==> config.mk <==
export PLATFORM = sky130hd
export DESIGN_NAME = irq_flag_enable_bank
export DESIGN_NICKNAME = d
export VERILOG_FILES = /design/src/design/irq_bank_pkg.sv /design/src/design/irq_flag_enable_bank.sv /design/src/design/irq_bit_reg.sv /design/src/design/irq_req_gate.sv
export VERILOG_INCLUDE_DIRS = /design/src /design/src/design
export SDC_FILE = /design/constraint.sdc
export NUM_CORES = 1
export LEC_CHECK = 0
export ABC_AREA = 1
export BUFFER_PORTS_ARGS = -buffer_cell sky130_fd_sc_hd__buf_2
export CAP_MARGIN = 20
export CELL_PAD_IN_SITES_DETAIL_PLACEMENT = 0
export CELL_PAD_IN_SITES_GLOBAL_PLACEMENT = 2
export CORE_ASPECT_RATIO = 1.1
export CORE_MARGIN = 2
export CORE_UTILIZATION = 19
export CTS_CLUSTER_SIZE = 14
export DETAILED_ROUTE_END_ITERATION = 6
export GPL_TIMING_DRIVEN = 0
export PLACE_DENSITY = 0.87
export SLEW_MARGIN = 15
export SYNTH_ARGS = -nofsm -noshare
export SYNTH_HDL_FRONTEND = slang
export SYNTH_SLANG_ARGS = --single-unit
==> constraint.sdc <==
create_clock -name ref_clk -period 3.71 [get_ports ref_clk]
set_input_delay 0.371 -clock ref_clk [delete_from_list [all_inputs] [get_ports ref_clk]]
set_output_delay 0.371 -clock ref_clk [all_outputs]
set_load 0.02 [all_outputs]
==> src/design/irq_bank_regs.svh <==
/*
  Register offsets, implemented-bit masks and reset values of the
  interrupt flag and enable bank.
  Assumes byte addressing on a 32-bit Avalon-MM slave, one word per register.
*/
`ifndef IRQ_BANK_REGS_SVH
`define IRQ_BANK_REGS_SVH

// ==========================================================
// byte offsets
`define FLAGS_B_OFS 5'h00
`define FLAGS_C_OFS 5'h04
`define FLAGS_D_OFS 5'h08
`define FLAGS_E_OFS 5'h0C
`define ENABLES_A_OFS 5'h10
`define PENDING_OFS 5'h14

// ==========================================================
// implemented bits, everything else reads zero and ignores writes
`define FLAGS_B_MASK 16'h000B
`define FLAGS_C_MASK 16'hDFFF
`define FLAGS_D_MASK 16'h39FF
`define FLAGS_E_MASK 16'h00F6
`define ENABLES_A_MASK 16'h7FFF

// ==========================================================
// reset values
`define FLAGS_B_RST 16'h0000
`define FLAGS_C_RST 16'h0000
`define FLAGS_D_RST 16'h0000
`define FLAGS_E_RST 16'h0000
`define ENABLES_A_RST 16'h0000

`endif

==> src/design/irq_bank_pkg.sv <==
/*
  Types of the interrupt flag and enable bank: one packed event struct per
  flag register, bit for bit in register order, and the Avalon-MM carriers.
  Assumes nothing beyond a SystemVerilog compiler.
*/
package irq_bank_pkg;

  // ==========================================================
  // event sources, msb first
  typedef struct packed {
    logic pin_change_flag;
    logic spare_2;
    logic i2c_a_master_flag;
    logic i2c_a_slave_flag;
  } flags_b_evt_type;

  typedef struct packed {
    logic timer_six_flag;
    logic dma_ch4_done_flag;
    logic spare_13;
    logic [3:0] ocmp_8_to_5_flag;
    logic icap_6_flag;
    logic [2:0] icap_5_to_3_flag;
    logic dma_ch3_done_flag;
    logic can_a_event_flag;
    logic can_a_rx_ready_flag;
    logic spi_b_event_flag;
    logic spi_b_error_flag;
  } flags_c_evt_type;

  typedef struct packed {
    logic [1:0] spare_15_14;
    logic dma_ch5_done_flag;
    logic codec_if_event_flag;
    logic codec_if_error_flag;
    logic [1:0] spare_10_9;
    logic can_b_event_flag;
    logic can_b_rx_ready_flag;
    logic ext_irq4_flag;
    logic ext_irq3_flag;
    logic timer_nine_flag;
    logic timer_eight_flag;
    logic i2c_b_master_flag;
    logic i2c_b_slave_flag;
    logic timer_seven_flag;
  } flags_d_evt_type;

  typedef struct packed {
    logic [7:0] spare_15_8;
    logic can_b_tx_request_flag;
    logic can_a_tx_request_flag;
    logic dma_ch7_done_flag;
    logic dma_ch6_done_flag;
    logic spare_3;
    logic uart_b_error_flag;
    logic uart_a_error_flag;
    logic spare_0;
  } flags_e_evt_type;

  // ==========================================================
  // register bus carriers
  typedef struct packed {
    logic [4:0] address;
    logic read;
    logic write;
    logic [31:0] writedata;
    logic [3:0] byteenable;
  } avmm_req_type;

  typedef struct packed {
    logic [31:0] readdata;
    logic waitrequest;
  } avmm_rsp_type;

endpackage : irq_bank_pkg

==> src/design/irq_flag_enable_bank.sv <==
/*
  Interrupt flag and enable bank: four flag registers set by peripheral
  events, one enable register, a read-only pending summary, an Avalon-MM
  slave and the request outputs toward the CPU arbitration logic.
  Assumes all event inputs are one-cycle pulses already on ref_clk, and that
  the enables of flag registers b..e and the flags matching enable register a
  live in neighbouring blocks and arrive on ports.
*/
// Local design decisions: the Avalon-MM register port and the address map.
`timescale 1ns/1ns
`include "irq_bank_regs.svh"

// Contract
// - a flag bit reads 1 once its source has requested and 0 otherwise.
// - an enable bit at 1 passes its source's request and at 0 blocks it.
// - unimplemented bits ignore writes and always read zero.
// - power-on reset clears every implemented flag and enable bit.
// - software can read and write every implemented flag and enable bit.
// - in flags b, bit 3 is pin change, bit 2 is absent, bits 1 and 0 are i2c a master and slave.
// - in flags c, bits 15..8 are timer six, dma 4, absent, output compare 8..5, capture 6.
// - in flags c, bits 7..0 are capture 5..3, dma 3, can a event, can a rx, spi b event and error.
// - in flags d, bits 15,14,10,9 are absent; 13 dma 5, 12 codec event, 11 codec error, 8 can b.
// - in flags d, bits 7..0 are can b rx, ext 4, ext 3, timers nine, eight, i2c b, timer seven.
// - in flags e, bits 15..8, 3 and 0 are absent; 7..4 can tx requests and dma 7,6; 2,1 uart errors.
// - in enables a, bit 15 is absent and bits 14..8 enable dma 1, adc a, uart a, spi a, timer 3.
// - in enables a, bits 7..0 enable timer 2, oc 2, ic 2, dma 0, timer 1, oc 1, ic 1, ext 0.
module irq_flag_enable_bank (
  // clock and reset
  input wire logic ref_clk,
  input wire logic rst,
  // register bus
  input wire irq_bank_pkg::avmm_req_type avs_req,
  output irq_bank_pkg::avmm_rsp_type avs_rsp,
  // peripheral events
  input wire irq_bank_pkg::flags_b_evt_type evt_b,
  input wire irq_bank_pkg::flags_c_evt_type evt_c,
  input wire irq_bank_pkg::flags_d_evt_type evt_d,
  input wire irq_bank_pkg::flags_e_evt_type evt_e,
  // neighbouring registers
  input wire logic [15:0] enables_b_in,
  input wire logic [15:0] enables_c_in,
  input wire logic [15:0] enables_d_in,
  input wire logic [15:0] enables_e_in,
  input wire logic [15:0] flags_a_in,
  // register contents toward arbitration
  output logic [15:0] irq_flags_b,
  output logic [15:0] irq_flags_c,
  output logic [15:0] irq_flags_d,
  output logic [15:0] irq_flags_e,
  output logic [15:0] irq_enables_a,
  // requests toward arbitration
  output logic [15:0] req_a,
  output logic [15:0] req_b,
  output logic [15:0] req_c,
  output logic [15:0] req_d,
  output logic [15:0] req_e,
  output logic irq_pending
);

  // ==========================================================
  // address decode
  typedef enum logic [2:0] {
    SEL_B = 3'h0,
    SEL_C = 3'h1,
    SEL_D = 3'h3,
    SEL_E = 3'h2,
    SEL_EN_A = 3'h6,
    SEL_PEND = 3'h7,
    SEL_NONE = 3'h5
  } reg_sel_type;

  function automatic reg_sel_type decode(input logic [4:0] addr);
    reg_sel_type sel;
    sel = SEL_NONE;
    case (addr)
      `FLAGS_B_OFS: sel = SEL_B;
      `FLAGS_C_OFS: sel = SEL_C;
      `FLAGS_D_OFS: sel = SEL_D;
      `FLAGS_E_OFS: sel = SEL_E;
      `ENABLES_A_OFS: sel = SEL_EN_A;
      `PENDING_OFS: sel = SEL_PEND;
      default: sel = SEL_NONE;
    endcase
    return sel;
  endfunction : decode

  // ==========================================================
  // bus handshake
  // every access takes one wait cycle; readdata is registered in it so the
  // read mux stays off the bus timing path
  logic ack_q;
  logic [31:0] readdata_q;
  logic access;
  logic wr_take;
  reg_sel_type sel;
  logic [5:0] pend_summary;
  logic [15:0] read_word;

  assign access = avs_req.read | avs_req.write;
  assign sel = decode(avs_req.address);
  assign wr_take = avs_req.write & ack_q;

  always_ff @(posedge ref_clk) begin
    if (rst) begin
      ack_q <= 1'b0;
    end else begin
      ack_q <= access & ~ack_q;
    end
  end

  assign avs_rsp.waitrequest = access & ~ack_q;
  assign avs_rsp.readdata = readdata_q;

  // ==========================================================
  // registers
  logic [15:0] set_b;
  logic [15:0] set_c;
  logic [15:0] set_d;
  logic [15:0] set_e;

  // spare positions are tied off here as well as masked in the register,
  // so a stray source bit can never reach a flop
  assign set_b = {
    12'h000,
    evt_b.pin_change_flag,
    1'b0,
    evt_b.i2c_a_master_flag,
    evt_b.i2c_a_slave_flag
  };

  assign set_c = {
    evt_c.timer_six_flag,
    evt_c.dma_ch4_done_flag,
    1'b0,
    evt_c.ocmp_8_to_5_flag,
    evt_c.icap_6_flag,
    evt_c.icap_5_to_3_flag,
    evt_c.dma_ch3_done_flag,
    evt_c.can_a_event_flag,
    evt_c.can_a_rx_ready_flag,
    evt_c.spi_b_event_flag,
    evt_c.spi_b_error_flag
  };

  assign set_d = {
    2'b00,
    evt_d.dma_ch5_done_flag,
    evt_d.codec_if_event_flag,
    evt_d.codec_if_error_flag,
    2'b00,
    evt_d.can_b_event_flag,
    evt_d.can_b_rx_ready_flag,
    evt_d.ext_irq4_flag,
    evt_d.ext_irq3_flag,
    evt_d.timer_nine_flag,
    evt_d.timer_eight_flag,
    evt_d.i2c_b_master_flag,
    evt_d.i2c_b_slave_flag,
    evt_d.timer_seven_flag
  };

  assign set_e = {
    8'h00,
    evt_e.can_b_tx_request_flag,
    evt_e.can_a_tx_request_flag,
    evt_e.dma_ch7_done_flag,
    evt_e.dma_ch6_done_flag,
    1'b0,
    evt_e.uart_b_error_flag,
    evt_e.uart_a_error_flag,
    1'b0
  };

  irq_bit_reg #(
    .IMPL_MASK(`FLAGS_B_MASK),
    .RST_VAL(`FLAGS_B_RST)
  ) u_flags_b (
    .ref_clk(ref_clk),
    .rst(rst),
    .wr_en(wr_take && sel == SEL_B),
    .wr_be(avs_req.byteenable[1:0]),
    .wr_data(avs_req.writedata[15:0]),
    .set_bits(set_b),
    .bits_q(irq_flags_b)
  );

  irq_bit_reg #(
    .IMPL_MASK(`FLAGS_C_MASK),
    .RST_VAL(`FLAGS_C_RST)
  ) u_flags_c (
    .ref_clk(ref_clk),
    .rst(rst),
    .wr_en(wr_take && sel == SEL_C),
    .wr_be(avs_req.byteenable[1:0]),
    .wr_data(avs_req.writedata[15:0]),
    .set_bits(set_c),
    .bits_q(irq_flags_c)
  );

  irq_bit_reg #(
    .IMPL_MASK(`FLAGS_D_MASK),
    .RST_VAL(`FLAGS_D_RST)
  ) u_flags_d (
    .ref_clk(ref_clk),
    .rst(rst),
    .wr_en(wr_take && sel == SEL_D),
    .wr_be(avs_req.byteenable[1:0]),
    .wr_data(avs_req.writedata[15:0]),
    .set_bits(set_d),
    .bits_q(irq_flags_d)
  );

  irq_bit_reg #(
    .IMPL_MASK(`FLAGS_E_MASK),
    .RST_VAL(`FLAGS_E_RST)
  ) u_flags_e (
    .ref_clk(ref_clk),
    .rst(rst),
    .wr_en(wr_take && sel == SEL_E),
    .wr_be(avs_req.byteenable[1:0]),
    .wr_data(avs_req.writedata[15:0]),
    .set_bits(set_e),
    .bits_q(irq_flags_e)
  );

  // enables have no hardware set
  irq_bit_reg #(
    .IMPL_MASK(`ENABLES_A_MASK),
    .RST_VAL(`ENABLES_A_RST)
  ) u_enables_a (
    .ref_clk(ref_clk),
    .rst(rst),
    .wr_en(wr_take && sel == SEL_EN_A),
    .wr_be(avs_req.byteenable[1:0]),
    .wr_data(avs_req.writedata[15:0]),
    .set_bits(16'h0000),
    .bits_q(irq_enables_a)
  );

  // ==========================================================
  // request gating
  logic any_a;
  logic any_b;
  logic any_c;
  logic any_d;
  logic any_e;

  irq_req_gate u_gate_a (
    .flags(flags_a_in),
    .enables(irq_enables_a),
    .req(req_a),
    .any_req(any_a)
  );

  irq_req_gate u_gate_b (
    .flags(irq_flags_b),
    .enables(enables_b_in),
    .req(req_b),
    .any_req(any_b)
  );

  irq_req_gate u_gate_c (
    .flags(irq_flags_c),
    .enables(enables_c_in),
    .req(req_c),
    .any_req(any_c)
  );

  irq_req_gate u_gate_d (
    .flags(irq_flags_d),
    .enables(enables_d_in),
    .req(req_d),
    .any_req(any_d)
  );

  irq_req_gate u_gate_e (
    .flags(irq_flags_e),
    .enables(enables_e_in),
    .req(req_e),
    .any_req(any_e)
  );

  assign irq_pending = any_a | any_b | any_c | any_d | any_e;
  assign pend_summary = {irq_pending, any_e, any_d, any_c, any_b, any_a};

  // ==========================================================
  // read path
  // unmapped offsets and the upper half-word read zero
  always_comb begin
    case (sel)
      SEL_B: read_word = irq_flags_b;
      SEL_C: read_word = irq_flags_c;
      SEL_D: read_word = irq_flags_d;
      SEL_E: read_word = irq_flags_e;
      SEL_EN_A: read_word = irq_enables_a;
      SEL_PEND: read_word = {10'h000, pend_summary};
      default: read_word = 16'h0000;
    endcase
  end

  always_ff @(posedge ref_clk) begin
    if (rst) begin
      readdata_q <= 32'h0000_0000;
    end else if (avs_req.read && !ack_q) begin
      readdata_q <= {16'h0000, read_word};
    end
  end

endmodule : irq_flag_enable_bank

==> src/design/irq_bit_reg.sv <==
/*
  One 16-bit software-visible bit register with hardware set inputs.
  Assumes set pulses and the write strobe are on ref_clk.
*/
`timescale 1ns/1ns
module irq_bit_reg #(
  parameter logic [15:0] IMPL_MASK = 16'hFFFF,
  parameter logic [15:0] RST_VAL = 16'h0000
) (
  // clock and reset
  input wire logic ref_clk,
  input wire logic rst,
  // software write
  input wire logic wr_en,
  input wire logic [1:0] wr_be,
  input wire logic [15:0] wr_data,
  // hardware set
  input wire logic [15:0] set_bits,
  // contents
  output logic [15:0] bits_q
);

  logic [15:0] bits_d;

  always_comb begin
    bits_d = bits_q;
    if (wr_en) begin
      if (wr_be[0]) begin
        bits_d[7:0] = wr_data[7:0];
      end
      if (wr_be[1]) begin
        bits_d[15:8] = wr_data[15:8];
      end
    end
    // a set in the same cycle as a clearing write wins
    bits_d = (bits_d | set_bits) & IMPL_MASK;
  end

  always_ff @(posedge ref_clk) begin
    if (rst) begin
      bits_q <= RST_VAL & IMPL_MASK;
    end else begin
      bits_q <= bits_d;
    end
  end

endmodule : irq_bit_reg

==> src/design/irq_req_gate.sv <==
/*
  Combines pending flags with their enables into requests.
  Assumes both inputs are registered on ref_clk.
*/
`timescale 1ns/1ns
module irq_req_gate (
  // inputs
  input wire logic [15:0] flags,
  input wire logic [15:0] enables,
  // requests
  output logic [15:0] req,
  output logic any_req
);

  assign req = flags & enables;
  assign any_req = |req;

endmodule : irq_req_gate

==> results.py, run 1 <==
metrics = {
    "pwr": {
        "swShare_pct": 31.95,
        "p_int_mw": 1.456,
        "clkPwrFrac_pct": 39.3,
        "switchingPower_mw": 0.6836,
        "seqPwrFrac_pct": 37.5,
        "peakVddDrop_mv": 0.1422,
        "comb_power_share_pct": 23.2,
        "p_leak_nw": 4.119,
        "power_density_nw_per_um2": 326.5,
    },
    "timing": {
        "skew_ps": 6.649,
        "timing.fmax_mhz": 481.8,
        "tns_ps": 0,
        "worst_pin_slew_ps": 743.5,
        "setup_viol": 0,
        "rsz0062_at_grt": "no",
        "slew_violations": 0,
        "period_needed_ps": 2076,
        "hold_violations": 0,
        "finalCritPeriodShare_pct": 55.95,
        "relSlewSlack_pct": 50.43,
    },
    "grt": {
        "grt_pass1_vias": 4702,
        "grt_pass1_wl_um": 28310,
        "antenna_found_initial": 4,
        "grt.total_usage_pct": 15.93,
        "grt_max_degree": 11,
        "grt-ovfl-total": 0,
    },
    "clocking": {
        "post_cts_buffers": 0,
        "cts_made_buffers": 9,
        "cts_tree": "yes",
        "clock_latency_ps": 350,
        "clk_path_buf_depth": 2,
        "clock_sinks": 68,
        "cts-root-buf": "clkbuf_16",
        "clk_pin_slew_ps": 60,
        "post_cts_resized": 0,
        "htreeDepth": 3,
        "holdBufCountCts": 0,
    },
    "logic_synthesis": {
        "yosysUniqueCellTypes": 36,
        "synth_edf_count": 0,
        "synth_most_common_cell": "nand2_1",
        "yosysWarnings": 0,
        "netlist_area_um2": 4462,
        "synthArstFlopShare_pct": 0,
        "synth_common_cells": "214 x nand2_1, 133 x inv_1, 74 x buf_4, 68 x dfxtp_1, 45 x nor2_1",
        "synth_top_cell_area_share_pct": 30.51,
        "yosysTopAreaCell": "dfxtp_1",
        "ys_ff_latch": 68,
        "ys_top_cells_by_area": "dfxtp_1 31%, nand2_1 18%, buf_4 12%",
        "syn_inst": 703,
        "synth-seq-area-share_pct": 30.51,
        "synth.avg_cell_area_um2": 6.347,
        "synth_top_flop_cell": "dfxtp_1",
    },
    "floorplan": {
        "dieArea_um2": 24730,
        "num_io_pins": 371,
        "die_w_um": 150.1,
        "fp.coreArea_um2": 22930,
        "start_util_pct": 19.46,
        "die_h_um": 164.7,
        "row_count": 58,
    },
    "drt": {
        "dr.pass1.iters": 4,
        "vias_per_cell": 3.824,
        "vias": 5067,
        "wl_um": 19820,
        "ant_nets": 0,
        "drtIter0Drc": 261,
        "drc": 0,
        "wire_per_inst_um": 14.96,
    },
    "worst_setup_path": {
        "critPathCaptureType": "output port",
        "max_stage_delay_ps": 360,
        "cp_num_buf_inv": 1,
        "worstPathCellList": "nand2_1, nand2_1, nor2_1, nand3_1, nor2_1, nand3_1, buf_2",
        "cp_top_family": "simple AND/OR/NAND/NOR gates",
        "cp.required_ps": 3340,
        "start_kind": "flip-flop",
        "cpMaxStageDelayCell": "dfxtp_1",
        "path_max_fanout": 4,
        "path_class": "reg2out",
        "cp_data_arrival_time_ps": 1700,
    },
    "cells_and_area": {
        "area_growth_pct": 46.86,
        "nets": 1196,
        "drive_above_1_share_pct": 35.32,
        "final_util_pct": 28.57,
        "multi_input_area_um2": 2198,
        "fill_cells": 2659,
        "seq_area_um2": 1361,
    },
    "worst_hold_path": {
        "hold_path_class": "in2reg",
    },
    "placed_design": {
        "gp_congestion": 0.8331,
        "hpwlAfterDp_um": 16850,
        "io_buffers": 232,
    },
    "status": {
        "status": "complete, no violations",
    },
    "flow_run": {
        "maxCapViolCount": 0,
    },
}
## cells in the final DEF, fill, tap and decap left out, drive strengths merged
cell,n
a21oi,40
buf,314
bufinv,1
clkbuf,16
clkinv,2
conb,74
dfxtp,68
diode,3
inv,139
nand2,223
nand3,14
nand3b,1
nand4,1
nor2,54
nor3,4
nor4,1
o211ai,4
o21ai,54
o221ai,6
o22ai,4
o31ai,2
## worst min-delay path, cell delays in order
cell and delay (ps):
buf_2 80, o21ai_2 50, inv_1 40
## flip-flops by register name (all words and copies together), names as in the netlist
| signal | flops |
|---|---|
| readdata_q | 16 |
| u_flags_c.bits_q | 15 |
| u_flags_d.bits_q | 12 |
| u_enables_a.bits_q | 15 |
| ack_q | 1 |
| u_flags_b.bits_q | 3 |
| u_flags_e.bits_q | 6 |
## metrics by stage
step	instances	cell area (µm²)	power, mW	hold WS, ps	worst slack (ps)
after floorplan	776	4736	1.126	470.2	2241
after global placement	1308	6272	1.316	450.1	1816
after detailed placement	1308	6272	1.318	454.3	1838
after CTS	1322	6545	2.168	210.7	1592
after global routing	1323	6548	2.249	237.5	1418
final	1325	6553	2.140	219.6	1634
## worst paths after layout
kind,startpoint,endpoint,slack [ps],depth (start not counted)
worst min register to register,readdata_q[6],readdata_q[6],460,2
worst max-delay path,u_flags_b.bits_q[1],irq_pending,1630,7
worst min-delay path,evt_c[2],u_flags_c.bits_q[2],220,3
worst max register to register,ack_q,u_flags_c.bits_q[11],2010,8
## layout make-up
class | instances | share of cell area (%)
buffer | 87 | 9.872
sequential | 68 | 20.78
timing repair buffer | 232 | 17.72
multi-input combinational | 482 | 33.55
clock inverter | 3 | 0.6110
antenna | 3 | 0.1146
inverter | 139 | 8.077
tap | 300 | 5.728
clock buffer | 11 | 3.552
## power groups by stage
stage	Sequential, mW	Combinational [mW]	Clock (mW)
2_1_floorplan	0.840	0.286	0
3_3_place_gp	0.819	0.496	0
3_5_place_dp	0.820	0.498	0
4_1_cts	0.804	0.499	0.864
5_1_grt	0.808	0.547	0.894
6_report	0.802	0.497	0.841
## logic make-up after synthesis
kind of cell,synth area share (%)
simple gates,29.11
compound gates,13.94
flops,30.51
buf+inv,26.36
other cells,0.08405
## metal layers
metal,wire length [µm],track usage [%],vias up
met5,11,0,-
met3,1602,3.425,15
met2,9551,27.90,226
met4,248,4.974,2
li1,-,-,2641
met1,8410,19.43,2183
(Power assumes the default switching activity.)
==> run 2: changes to the inputs <==
Settings changed: ABC_AREA 1 to 0, CORE_UTILIZATION 19 to 16, PLACE_DENSITY 0.87 to 0.77.
Clock period 3.71 ns to 1.8 ns, I/O delays scaled along.
==> run 2 against run 1 <==
  * The run now ends with setup timing left
  * Area after synthesis fell by 11%
  * Largest power group unchanged
  * Combinational power up 91%
  * Global-route usage decreased by 1.3 points
  * Critical endpoint unchanged
  * Cell count decreased by 15%
  * Critical path depth fell by 1
==> results.py, run 2 <==
metrics = {
    "logic_synthesis": {
        "yosysTopAreaCell": "dfxtp_1",
        "synthArstFlopShare_pct": 0,
        "syn_inst": 488,
        "netlist_area_um2": 3988,
        "yosysWarnings": 0,
        "synth_top_flop_cell": "dfxtp_1",
        "ys_ff_latch": 68,
        "synth_edf_count": 0,
        "synth.avg_cell_area_um2": 8.171,
        "yosysUniqueCellTypes": 38,
        "synth_common_cells": "74 x buf_4, 68 x dfxtp_1, 53 x and2_1, 47 x nand2_1, 36 x inv_1",
        "synth_most_common_cell": "buf_4",
        "synth-seq-area-share_pct": 34.14,
        "ys_top_cells_by_area": "dfxtp_1 34%, buf_4 14%, mux2i_1 8.8%",
        "synth_top_cell_area_share_pct": 34.14,
    },
    "placed_design": {
        "place_area_um2": 5836,
        "io_buffers": 233,
        "hpwlAfterDp_um": 16870,
        "pre_cts_ws_ps": -938.9,
        "gp_congestion": 0.7772,
    },
    "clocking": {
        "clock_sinks": 68,
        "clock_latency_ps": 330,
        "htreeDepth": 3,
        "clk_path_buf_depth": 2,
        "clk_pin_slew_ps": 60,
        "cts-root-buf": "clkbuf_16",
        "cts_tree": "yes",
        "cts_made_buffers": 9,
    },
    "drt": {
        "dr.pass1.iters": 5,
        "wire_per_inst_um": 17.96,
        "drtIter0Drc": 280,
        "drc": 0,
        "wl_um": 20110,
        "vias": 4508,
        "ant_nets": 0,
        "vias_per_cell": 4.025,
    },
    "cells_and_area": {
        "drive_above_1_share_pct": 44.69,
        "final_cell_mix": "235 x buf_2, 81 x buf_4, 74 x conb_1",
        "layout_commonest_cell": "buf_2",
        "largest_reg_flops": 16,
        "antenna_cells": 0,
        "final_area_um2": 6208,
        "regMostFlops": "readdata_q",
        "fill_cells": 2784,
        "nets": 983,
        "area_growth_pct": 55.69,
        "top_regs": "readdata_q (16), u_enables_a.bits_q (15), u_flags_c.bits_q (15)",
    },
    "worst_setup_path": {
        "cp_data_arrival_time_ps": 2480,
        "ff2ff_path_depth": 6,
        "start_kind": "flip-flop",
        "path_max_fanout": 2,
        "path_class": "reg2out",
        "critPathCaptureType": "output port",
        "cp.required_ps": 1620,
    },
    "floorplan": {
        "num_io_pins": 371,
        "start_util_pct": 16.29,
        "fp.coreArea_um2": 24470,
        "dieArea_um2": 26200,
        "die_w_um": 154.5,
        "row_count": 60,
        "die_h_um": 169.6,
    },
    "pwr": {
        "swShare_pct": 31.51,
        "switchingPower_mw": 1.354,
        "comb_power_share_pct": 22.1,
        "peakVddDrop_mv": 0.3517,
        "p_int_mw": 2.943,
        "clkPwrFrac_pct": 39.4,
        "seqPwrFrac_pct": 38.5,
        "p_leak_nw": 3.439,
        "power_density_nw_per_um2": 692.2,
    },
    "status": {
        "failed_checks": "setup timing",
        "status": "finished, violations left",
    },
    "worst_hold_path": {
        "whs_path_depth": 3,
        "hold_path_class": "in2reg",
    },
    "grt": {
        "grt_pass1_vias": 4263,
        "grt-ovfl-total": 0,
        "antenna_found_initial": 2,
        "grt_max_degree": 12,
        "grt.total_usage_pct": 14.65,
        "grt_pass1_wl_um": 27860,
    },
    "timing": {
        "setup_viol": 4,
        "worst_pin_slew_ps": 803.6,
        "hold_violations": 0,
        "relSlewSlack_pct": 46.42,
        "rsz0062_at_grt": "yes",
        "skew_ps": 5.969,
        "fin_hold_ws_ps": 74.89,
        "slew_violations": 0,
        "fin_ws_ps": -863.3,
        "timing.fmax_mhz": 375.5,
        "finalCritPeriodShare_pct": 148.0,
        "period_needed_ps": 2663,
    },
    "flow_run": {
        "maxCapViolCount": 0,
    },
}
run 2: changes by cell type in the layout (fill, tap and decap cells not counted), moves of 12 or more:
cell / change
and2_1: +50
o21ai_1: -20
mux2i_1: +35
a31oi_1: +16
a21oi_1: -14
inv_1: -97
a22o_1: +12
o21ai_0: -30
nor2_1: -12
nand2_1: -169
run 2: final cells by class:
class                   instances  area [µm²]  area share, %
multi-input cells             362        2182          35.15
flip-flops and latches         68        1380          22.23
repair buffers                240        1225          19.73
plain buffers                  89       620.6          9.996
well taps                     310       387.9          6.247
clock buffers                  11       252.7          4.071
inverters                      36       135.1          2.177
clock inverters                 4       25.02         0.4031
run 2: worst max-delay path, cell delays in order, from the launching register on:
cell and delay (ps):
dfxtp_4 350, a222oi_1 390, nor4b_4 490, nand4_1 140, buf_4 180, or4_4 440, buf_6 160
run 2: kinds of logic (layout without fill, tap and decap cells):
| group | after synthesis | after routing | share of synthesized area, % |
|---|---|---|---|
| other | 1 | 74 | 0.09404 |
| multiplexers | 35 | 35 | 8.786 |
| flip-flops | 68 | 68 | 34.14 |
| AND/OR/NAND/NOR | 170 | 170 | 22.50 |
| AO/OA/AOI/OAI | 83 | 83 | 15.09 |
| buffers and inverters | 131 | 380 | 19.39 |
run 2: worst paths after layout:
check                           start                  end  slack [ps]
hold reg to reg        readdata_q[15]       readdata_q[15]         460
setup / recovery  u_flags_c.bits_q[2]          irq_pending        -860
hold / removal               evt_e[4]  u_flags_e.bits_q[4]          70
setup reg to reg  u_flags_c.bits_q[2]        readdata_q[5]        -570
run 2: power groups by stage:
stage / clock network (mW) / registers, mW / logic (mW)
2_1_floorplan: 0 / 1.72 / 0.521
3_3_place_gp: 0 / 1.70 / 0.928
3_5_place_dp: 0 / 1.70 / 0.931
4_1_cts: 1.74 / 1.66 / 0.951
5_1_grt: 1.79 / 1.67 / 1.02
6_report: 1.69 / 1.66 / 0.948
run 2: through the flow:
step                      setup TNS (ps)  utilization, %  power (mW)  instances
after floorplan                   -258.3               -       2.244        561
after global placement            -31770           23.84       2.625       1104
after detailed placement          -32210           23.84       2.630       1104
after CTS                          -1527           25.30       4.353       1121
after global routing               -1837           25.37       4.484       1120
final                              -1449           25.37       4.297       1120
run 2: per-layer routing:
metal | wire (µm) | vias to the layer above | global-route usage (%)
li1 | - | 2181 | -
met1 | 7924 | 2044 | 16.83
met2 | 10120 | 262 | 27.06
met3 | 1884 | 17 | 4.367
met4 | 151 | 4 | 2.536
met5 | 30 | - | 0
run 2: what timing repair did:
item                                    in CTS  in global routing
buffers inserted                             6                  1
endpoints found under the setup margin      53                 49
gates resized for setup                     16                  9
hold buffers                                 0                  0
pin swaps                                    6                  6
==> run 3: changes to the inputs <==
Settings changed: CAP_MARGIN 20 to 25, CORE_UTILIZATION 16 to 19, PLACE_DENSITY 0.77 to 0.79, SYNTH_HIERARCHICAL set to 1.
==> run 3 against run 2 <==
  * Critical path type unchanged
  * Largest cell class unchanged
  * Cell count rose by 5.2%
  * Sequential power up 3%
  * Synthesized cell count grew 2.7%
  * Register-to-register slack barely moved
  * Setup slack better by 100 ps
  * Die area increased by 0.24%
  * Combinational power up 58%
  * Critical path depth rose by 1
  * The flow still finishes with violations (setup timing)
==> results.py, run 3 <==
metrics = {
    "worst_hold_path": {
        "min_from": "evt_e[2]",
        "hold_path_class": "in2reg",
        "hold_end": "u_flags_e/bits_q[2]",
        "whs_path_depth": 3,
    },
    "drt": {
        "vias": 5094,
        "ant_nets": 0,
        "wl_um": 24120,
        "wire_per_inst_um": 20.47,
        "dr.pass1.iters": 4,
        "vias_per_cell": 4.324,
        "drtIter0Drc": 299,
        "drc": 0,
    },
    "status": {
        "failed_checks": "setup timing",
        "status": "finished, violations left",
    },
    "floorplan": {
        "start_util_pct": 19.40,
        "row_count": 60,
        "dieArea_um2": 26270,
        "fp.coreArea_um2": 24470,
        "die_h_um": 169.8,
        "num_io_pins": 371,
        "die_w_um": 154.7,
    },
    "timing": {
        "relSlewSlack_pct": 50.00,
        "skew_ps": 7.178,
        "rsz0062_at_grt": "yes",
        "setup_viol": 7,
        "fin_ws_ps": -758.4,
        "period_needed_ps": 2558,
        "timing.fmax_mhz": 390.9,
        "hold_violations": 0,
        "slew_violations": 0,
        "finalCritPeriodShare_pct": 142.1,
        "fin_hold_ws_ps": 151.3,
        "worst_pin_slew_ps": 750.0,
    },
    "worst_setup_path": {
        "path_max_fanout": 2,
        "worstPathCellList": "and2_4, or4_4, or4_4, nor3_2, and2_4, inv_2, buf_6",
        "max_stage_delay_ps": 580,
        "cp_data_arrival_time_ps": 2380,
        "path_class": "reg2out",
        "ff2ff_path_depth": 8,
        "rr_startpoint": "u_enables_a/bits_q[3]",
        "start_kind": "flip-flop",
        "critPathCaptureType": "output port",
        "cpMaxStageDelayCell": "or4_4",
        "cp.required_ps": 1620,
        "reg2reg_slack_ps": -560,
        "timing.rr.end": "readdata_q[5]",
    },
    "pwr": {
        "p_total_mw": 4.949,
        "comb_power_share_pct": 30.3,
        "peakVddDrop_mv": 0.3427,
        "seqPwrFrac_pct": 34.5,
        "switchingPower_mw": 1.669,
        "p_int_mw": 3.280,
        "power_density_nw_per_um2": 667.1,
        "swShare_pct": 33.73,
        "p_leak_nw": 3.613,
        "clkPwrFrac_pct": 35.1,
    },
    "logic_synthesis": {
        "yosysWarnings": 6,
        "yosysTopAreaCell": "dfxtp_1",
        "netlist_area_um2": 4747,
        "syn_inst": 501,
        "ys_ff_latch": 68,
        "synth-seq-area-share_pct": 28.68,
        "ys_top_cells_by_area": "dfxtp_1 29%, a211oi_2 11%, and2_1 10%",
        "synth_most_common_cell": "and2_1",
        "synth_top_cell_area_share_pct": 28.68,
        "synth_edf_count": 0,
        "synth_common_cells": "77 x and2_1, 68 x dfxtp_1, 59 x nor2_1, 53 x a211oi_1, 45 x buf_4",
        "synth_top_flop_cell": "dfxtp_1",
        "synth.avg_cell_area_um2": 9.475,
        "synthArstFlopShare_pct": 0,
        "yosysUniqueCellTypes": 38,
    },
    "placed_design": {
        "hpwlAfterDp_um": 20120,
        "io_buffers": 259,
        "gp_congestion": 0.8118,
    },
    "clocking": {
        "clk_pin_slew_ps": 60,
        "cts-root-buf": "clkbuf_16",
        "cts_tree": "yes",
        "clock_latency_ps": 330,
        "clk_path_buf_depth": 2,
        "cts_made_buffers": 9,
        "htreeDepth": 3,
        "clock_sinks": 68,
    },
    "grt": {
        "grt-ovfl-total": 0,
        "grt_pass1_vias": 4901,
        "antenna_found_initial": 6,
        "grt_max_degree": 29,
        "grt.total_usage_pct": 17.77,
        "grt_pass1_wl_um": 34120,
    },
    "flow_run": {
        "maxCapViolCount": 0,
    },
    "cells_and_area": {
        "drive_above_1_share_pct": 62.70,
        "layout_commonest_cell": "buf_2",
        "area_growth_pct": 56.30,
        "nets": 1038,
        "top_regs": "readdata_q (16), u_enables_a/bits_q (15), u_flags_c/bits_q (15)",
        "final_cell_mix": "268 x buf_2, 75 x conb_1, 65 x buf_4",
        "regMostFlops": "readdata_q",
        "largest_reg_flops": 16,
    },
}
-- run 3: cell types whose count changed in the layout (fill, tap and decap cells not counted), sizes merged, moves of 12 or more --
cell	delta
buf	+32
a221o	+14
nor2	+25
a21oi	-24
and2	+32
or4	+24
nand2	-44
mux2i	-29
inv	-34
a211oi	+95
a22o	-12
mux4	+15
a31oi	-16
-- run 3: routing by layer --
metal | up-vias | GRT usage (%) | part of all wire, %
met5 | - | 0 | 0.17
met4 | 6 | 3.462 | 1.1
met3 | 17 | 3.805 | 5.6
met2 | 175 | 29.99 | 48
met1 | 2382 | 23.49 | 45
li1 | 2514 | - | -
-- run 3: how the worst max path moves through the flow --
stage | end | slack, ps | startpoint
floorplan | readdata_q[5] | -420 | u_flags_d/bits_q[1]
global route | irq_pending | -840 | u_enables_a/bits_q[3]
global placement | readdata_q[5] | -680 | u_flags_d/bits_q[11]
finish | irq_pending | -760 | u_enables_a/bits_q[3]
detailed placement | readdata_q[5] | -660 | u_flags_d/bits_q[11]
CTS | irq_pending | -790 | u_enables_a/bits_q[4]
-- run 3: cell families after synthesis --
kind of cell	Yosys count	synth area share (%)
AOI/OAI and AO/OA	121	24.49
buffers and inverters	78	12.23
DFF	68	28.68
muxes	22	8.619
other	6	0.4744
and+or+nand+nor	206	25.51
-- run 3: worst max-delay path, delay by kind of cell (launching register included) --
kind / cells / cell delay, ps
flip-flops: 1 / 340
buffers and inverters: 2 / 150
AND/OR/NAND/NOR: 5 / 1560
-- run 3: layout make-up --
type	count	area (µm²)
Buffer	76	574.3
Tap cell	310	387.9
Inverter	2	7.507
Multi-Input combinational cell	424	3249
Clock inverter	3	20.02
Timing Repair Buffer	280	1458
Fill cell	2644	17050
Sequential cell	68	1448
Antenna cell	2	5.005
Clock buffer	13	270.3
-- run 3: what timing repair did --
| item | 4_1_cts | 5_1_grt |
|---|---|---|
| setup endpoints to repair | 16 | 38 |
| pin swaps | 20 | 7 |
| setup buffers | 15 | 5 |
| resized for setup | 43 | 8 |
| hold buffers | 0 | 0 |
-- run 3: metrics by stage --
step | std cells | cell area (µm²) | setup TNS (ps) | worst slack [ps] | util, %
2_1_floorplan | 570 | 5147 | -2047 | -415.9 | -
3_3_place_gp | 1139 | 6832 | -13660 | -680.4 | 27.91
3_5_place_dp | 1140 | 6837 | -12610 | -660.7 | 27.93
4_1_cts | 1171 | 7361 | -3058 | -786.6 | 30.08
5_1_grt | 1176 | 7415 | -3489 | -840.3 | 30.30
6_report | 1178 | 7420 | -2992 | -758.4 | 30.32
-- run 3: power groups by stage --
stage / clock network (mW) / logic [mW] / registers, mW
finish: 1.74 / 1.50 / 1.71
floorplan: 0 / 0.768 / 1.82
CTS: 1.79 / 1.45 / 1.71
global route: 1.86 / 1.60 / 1.72
global placement: 0 / 1.35 / 1.76
detailed placement: 0 / 1.35 / 1.76
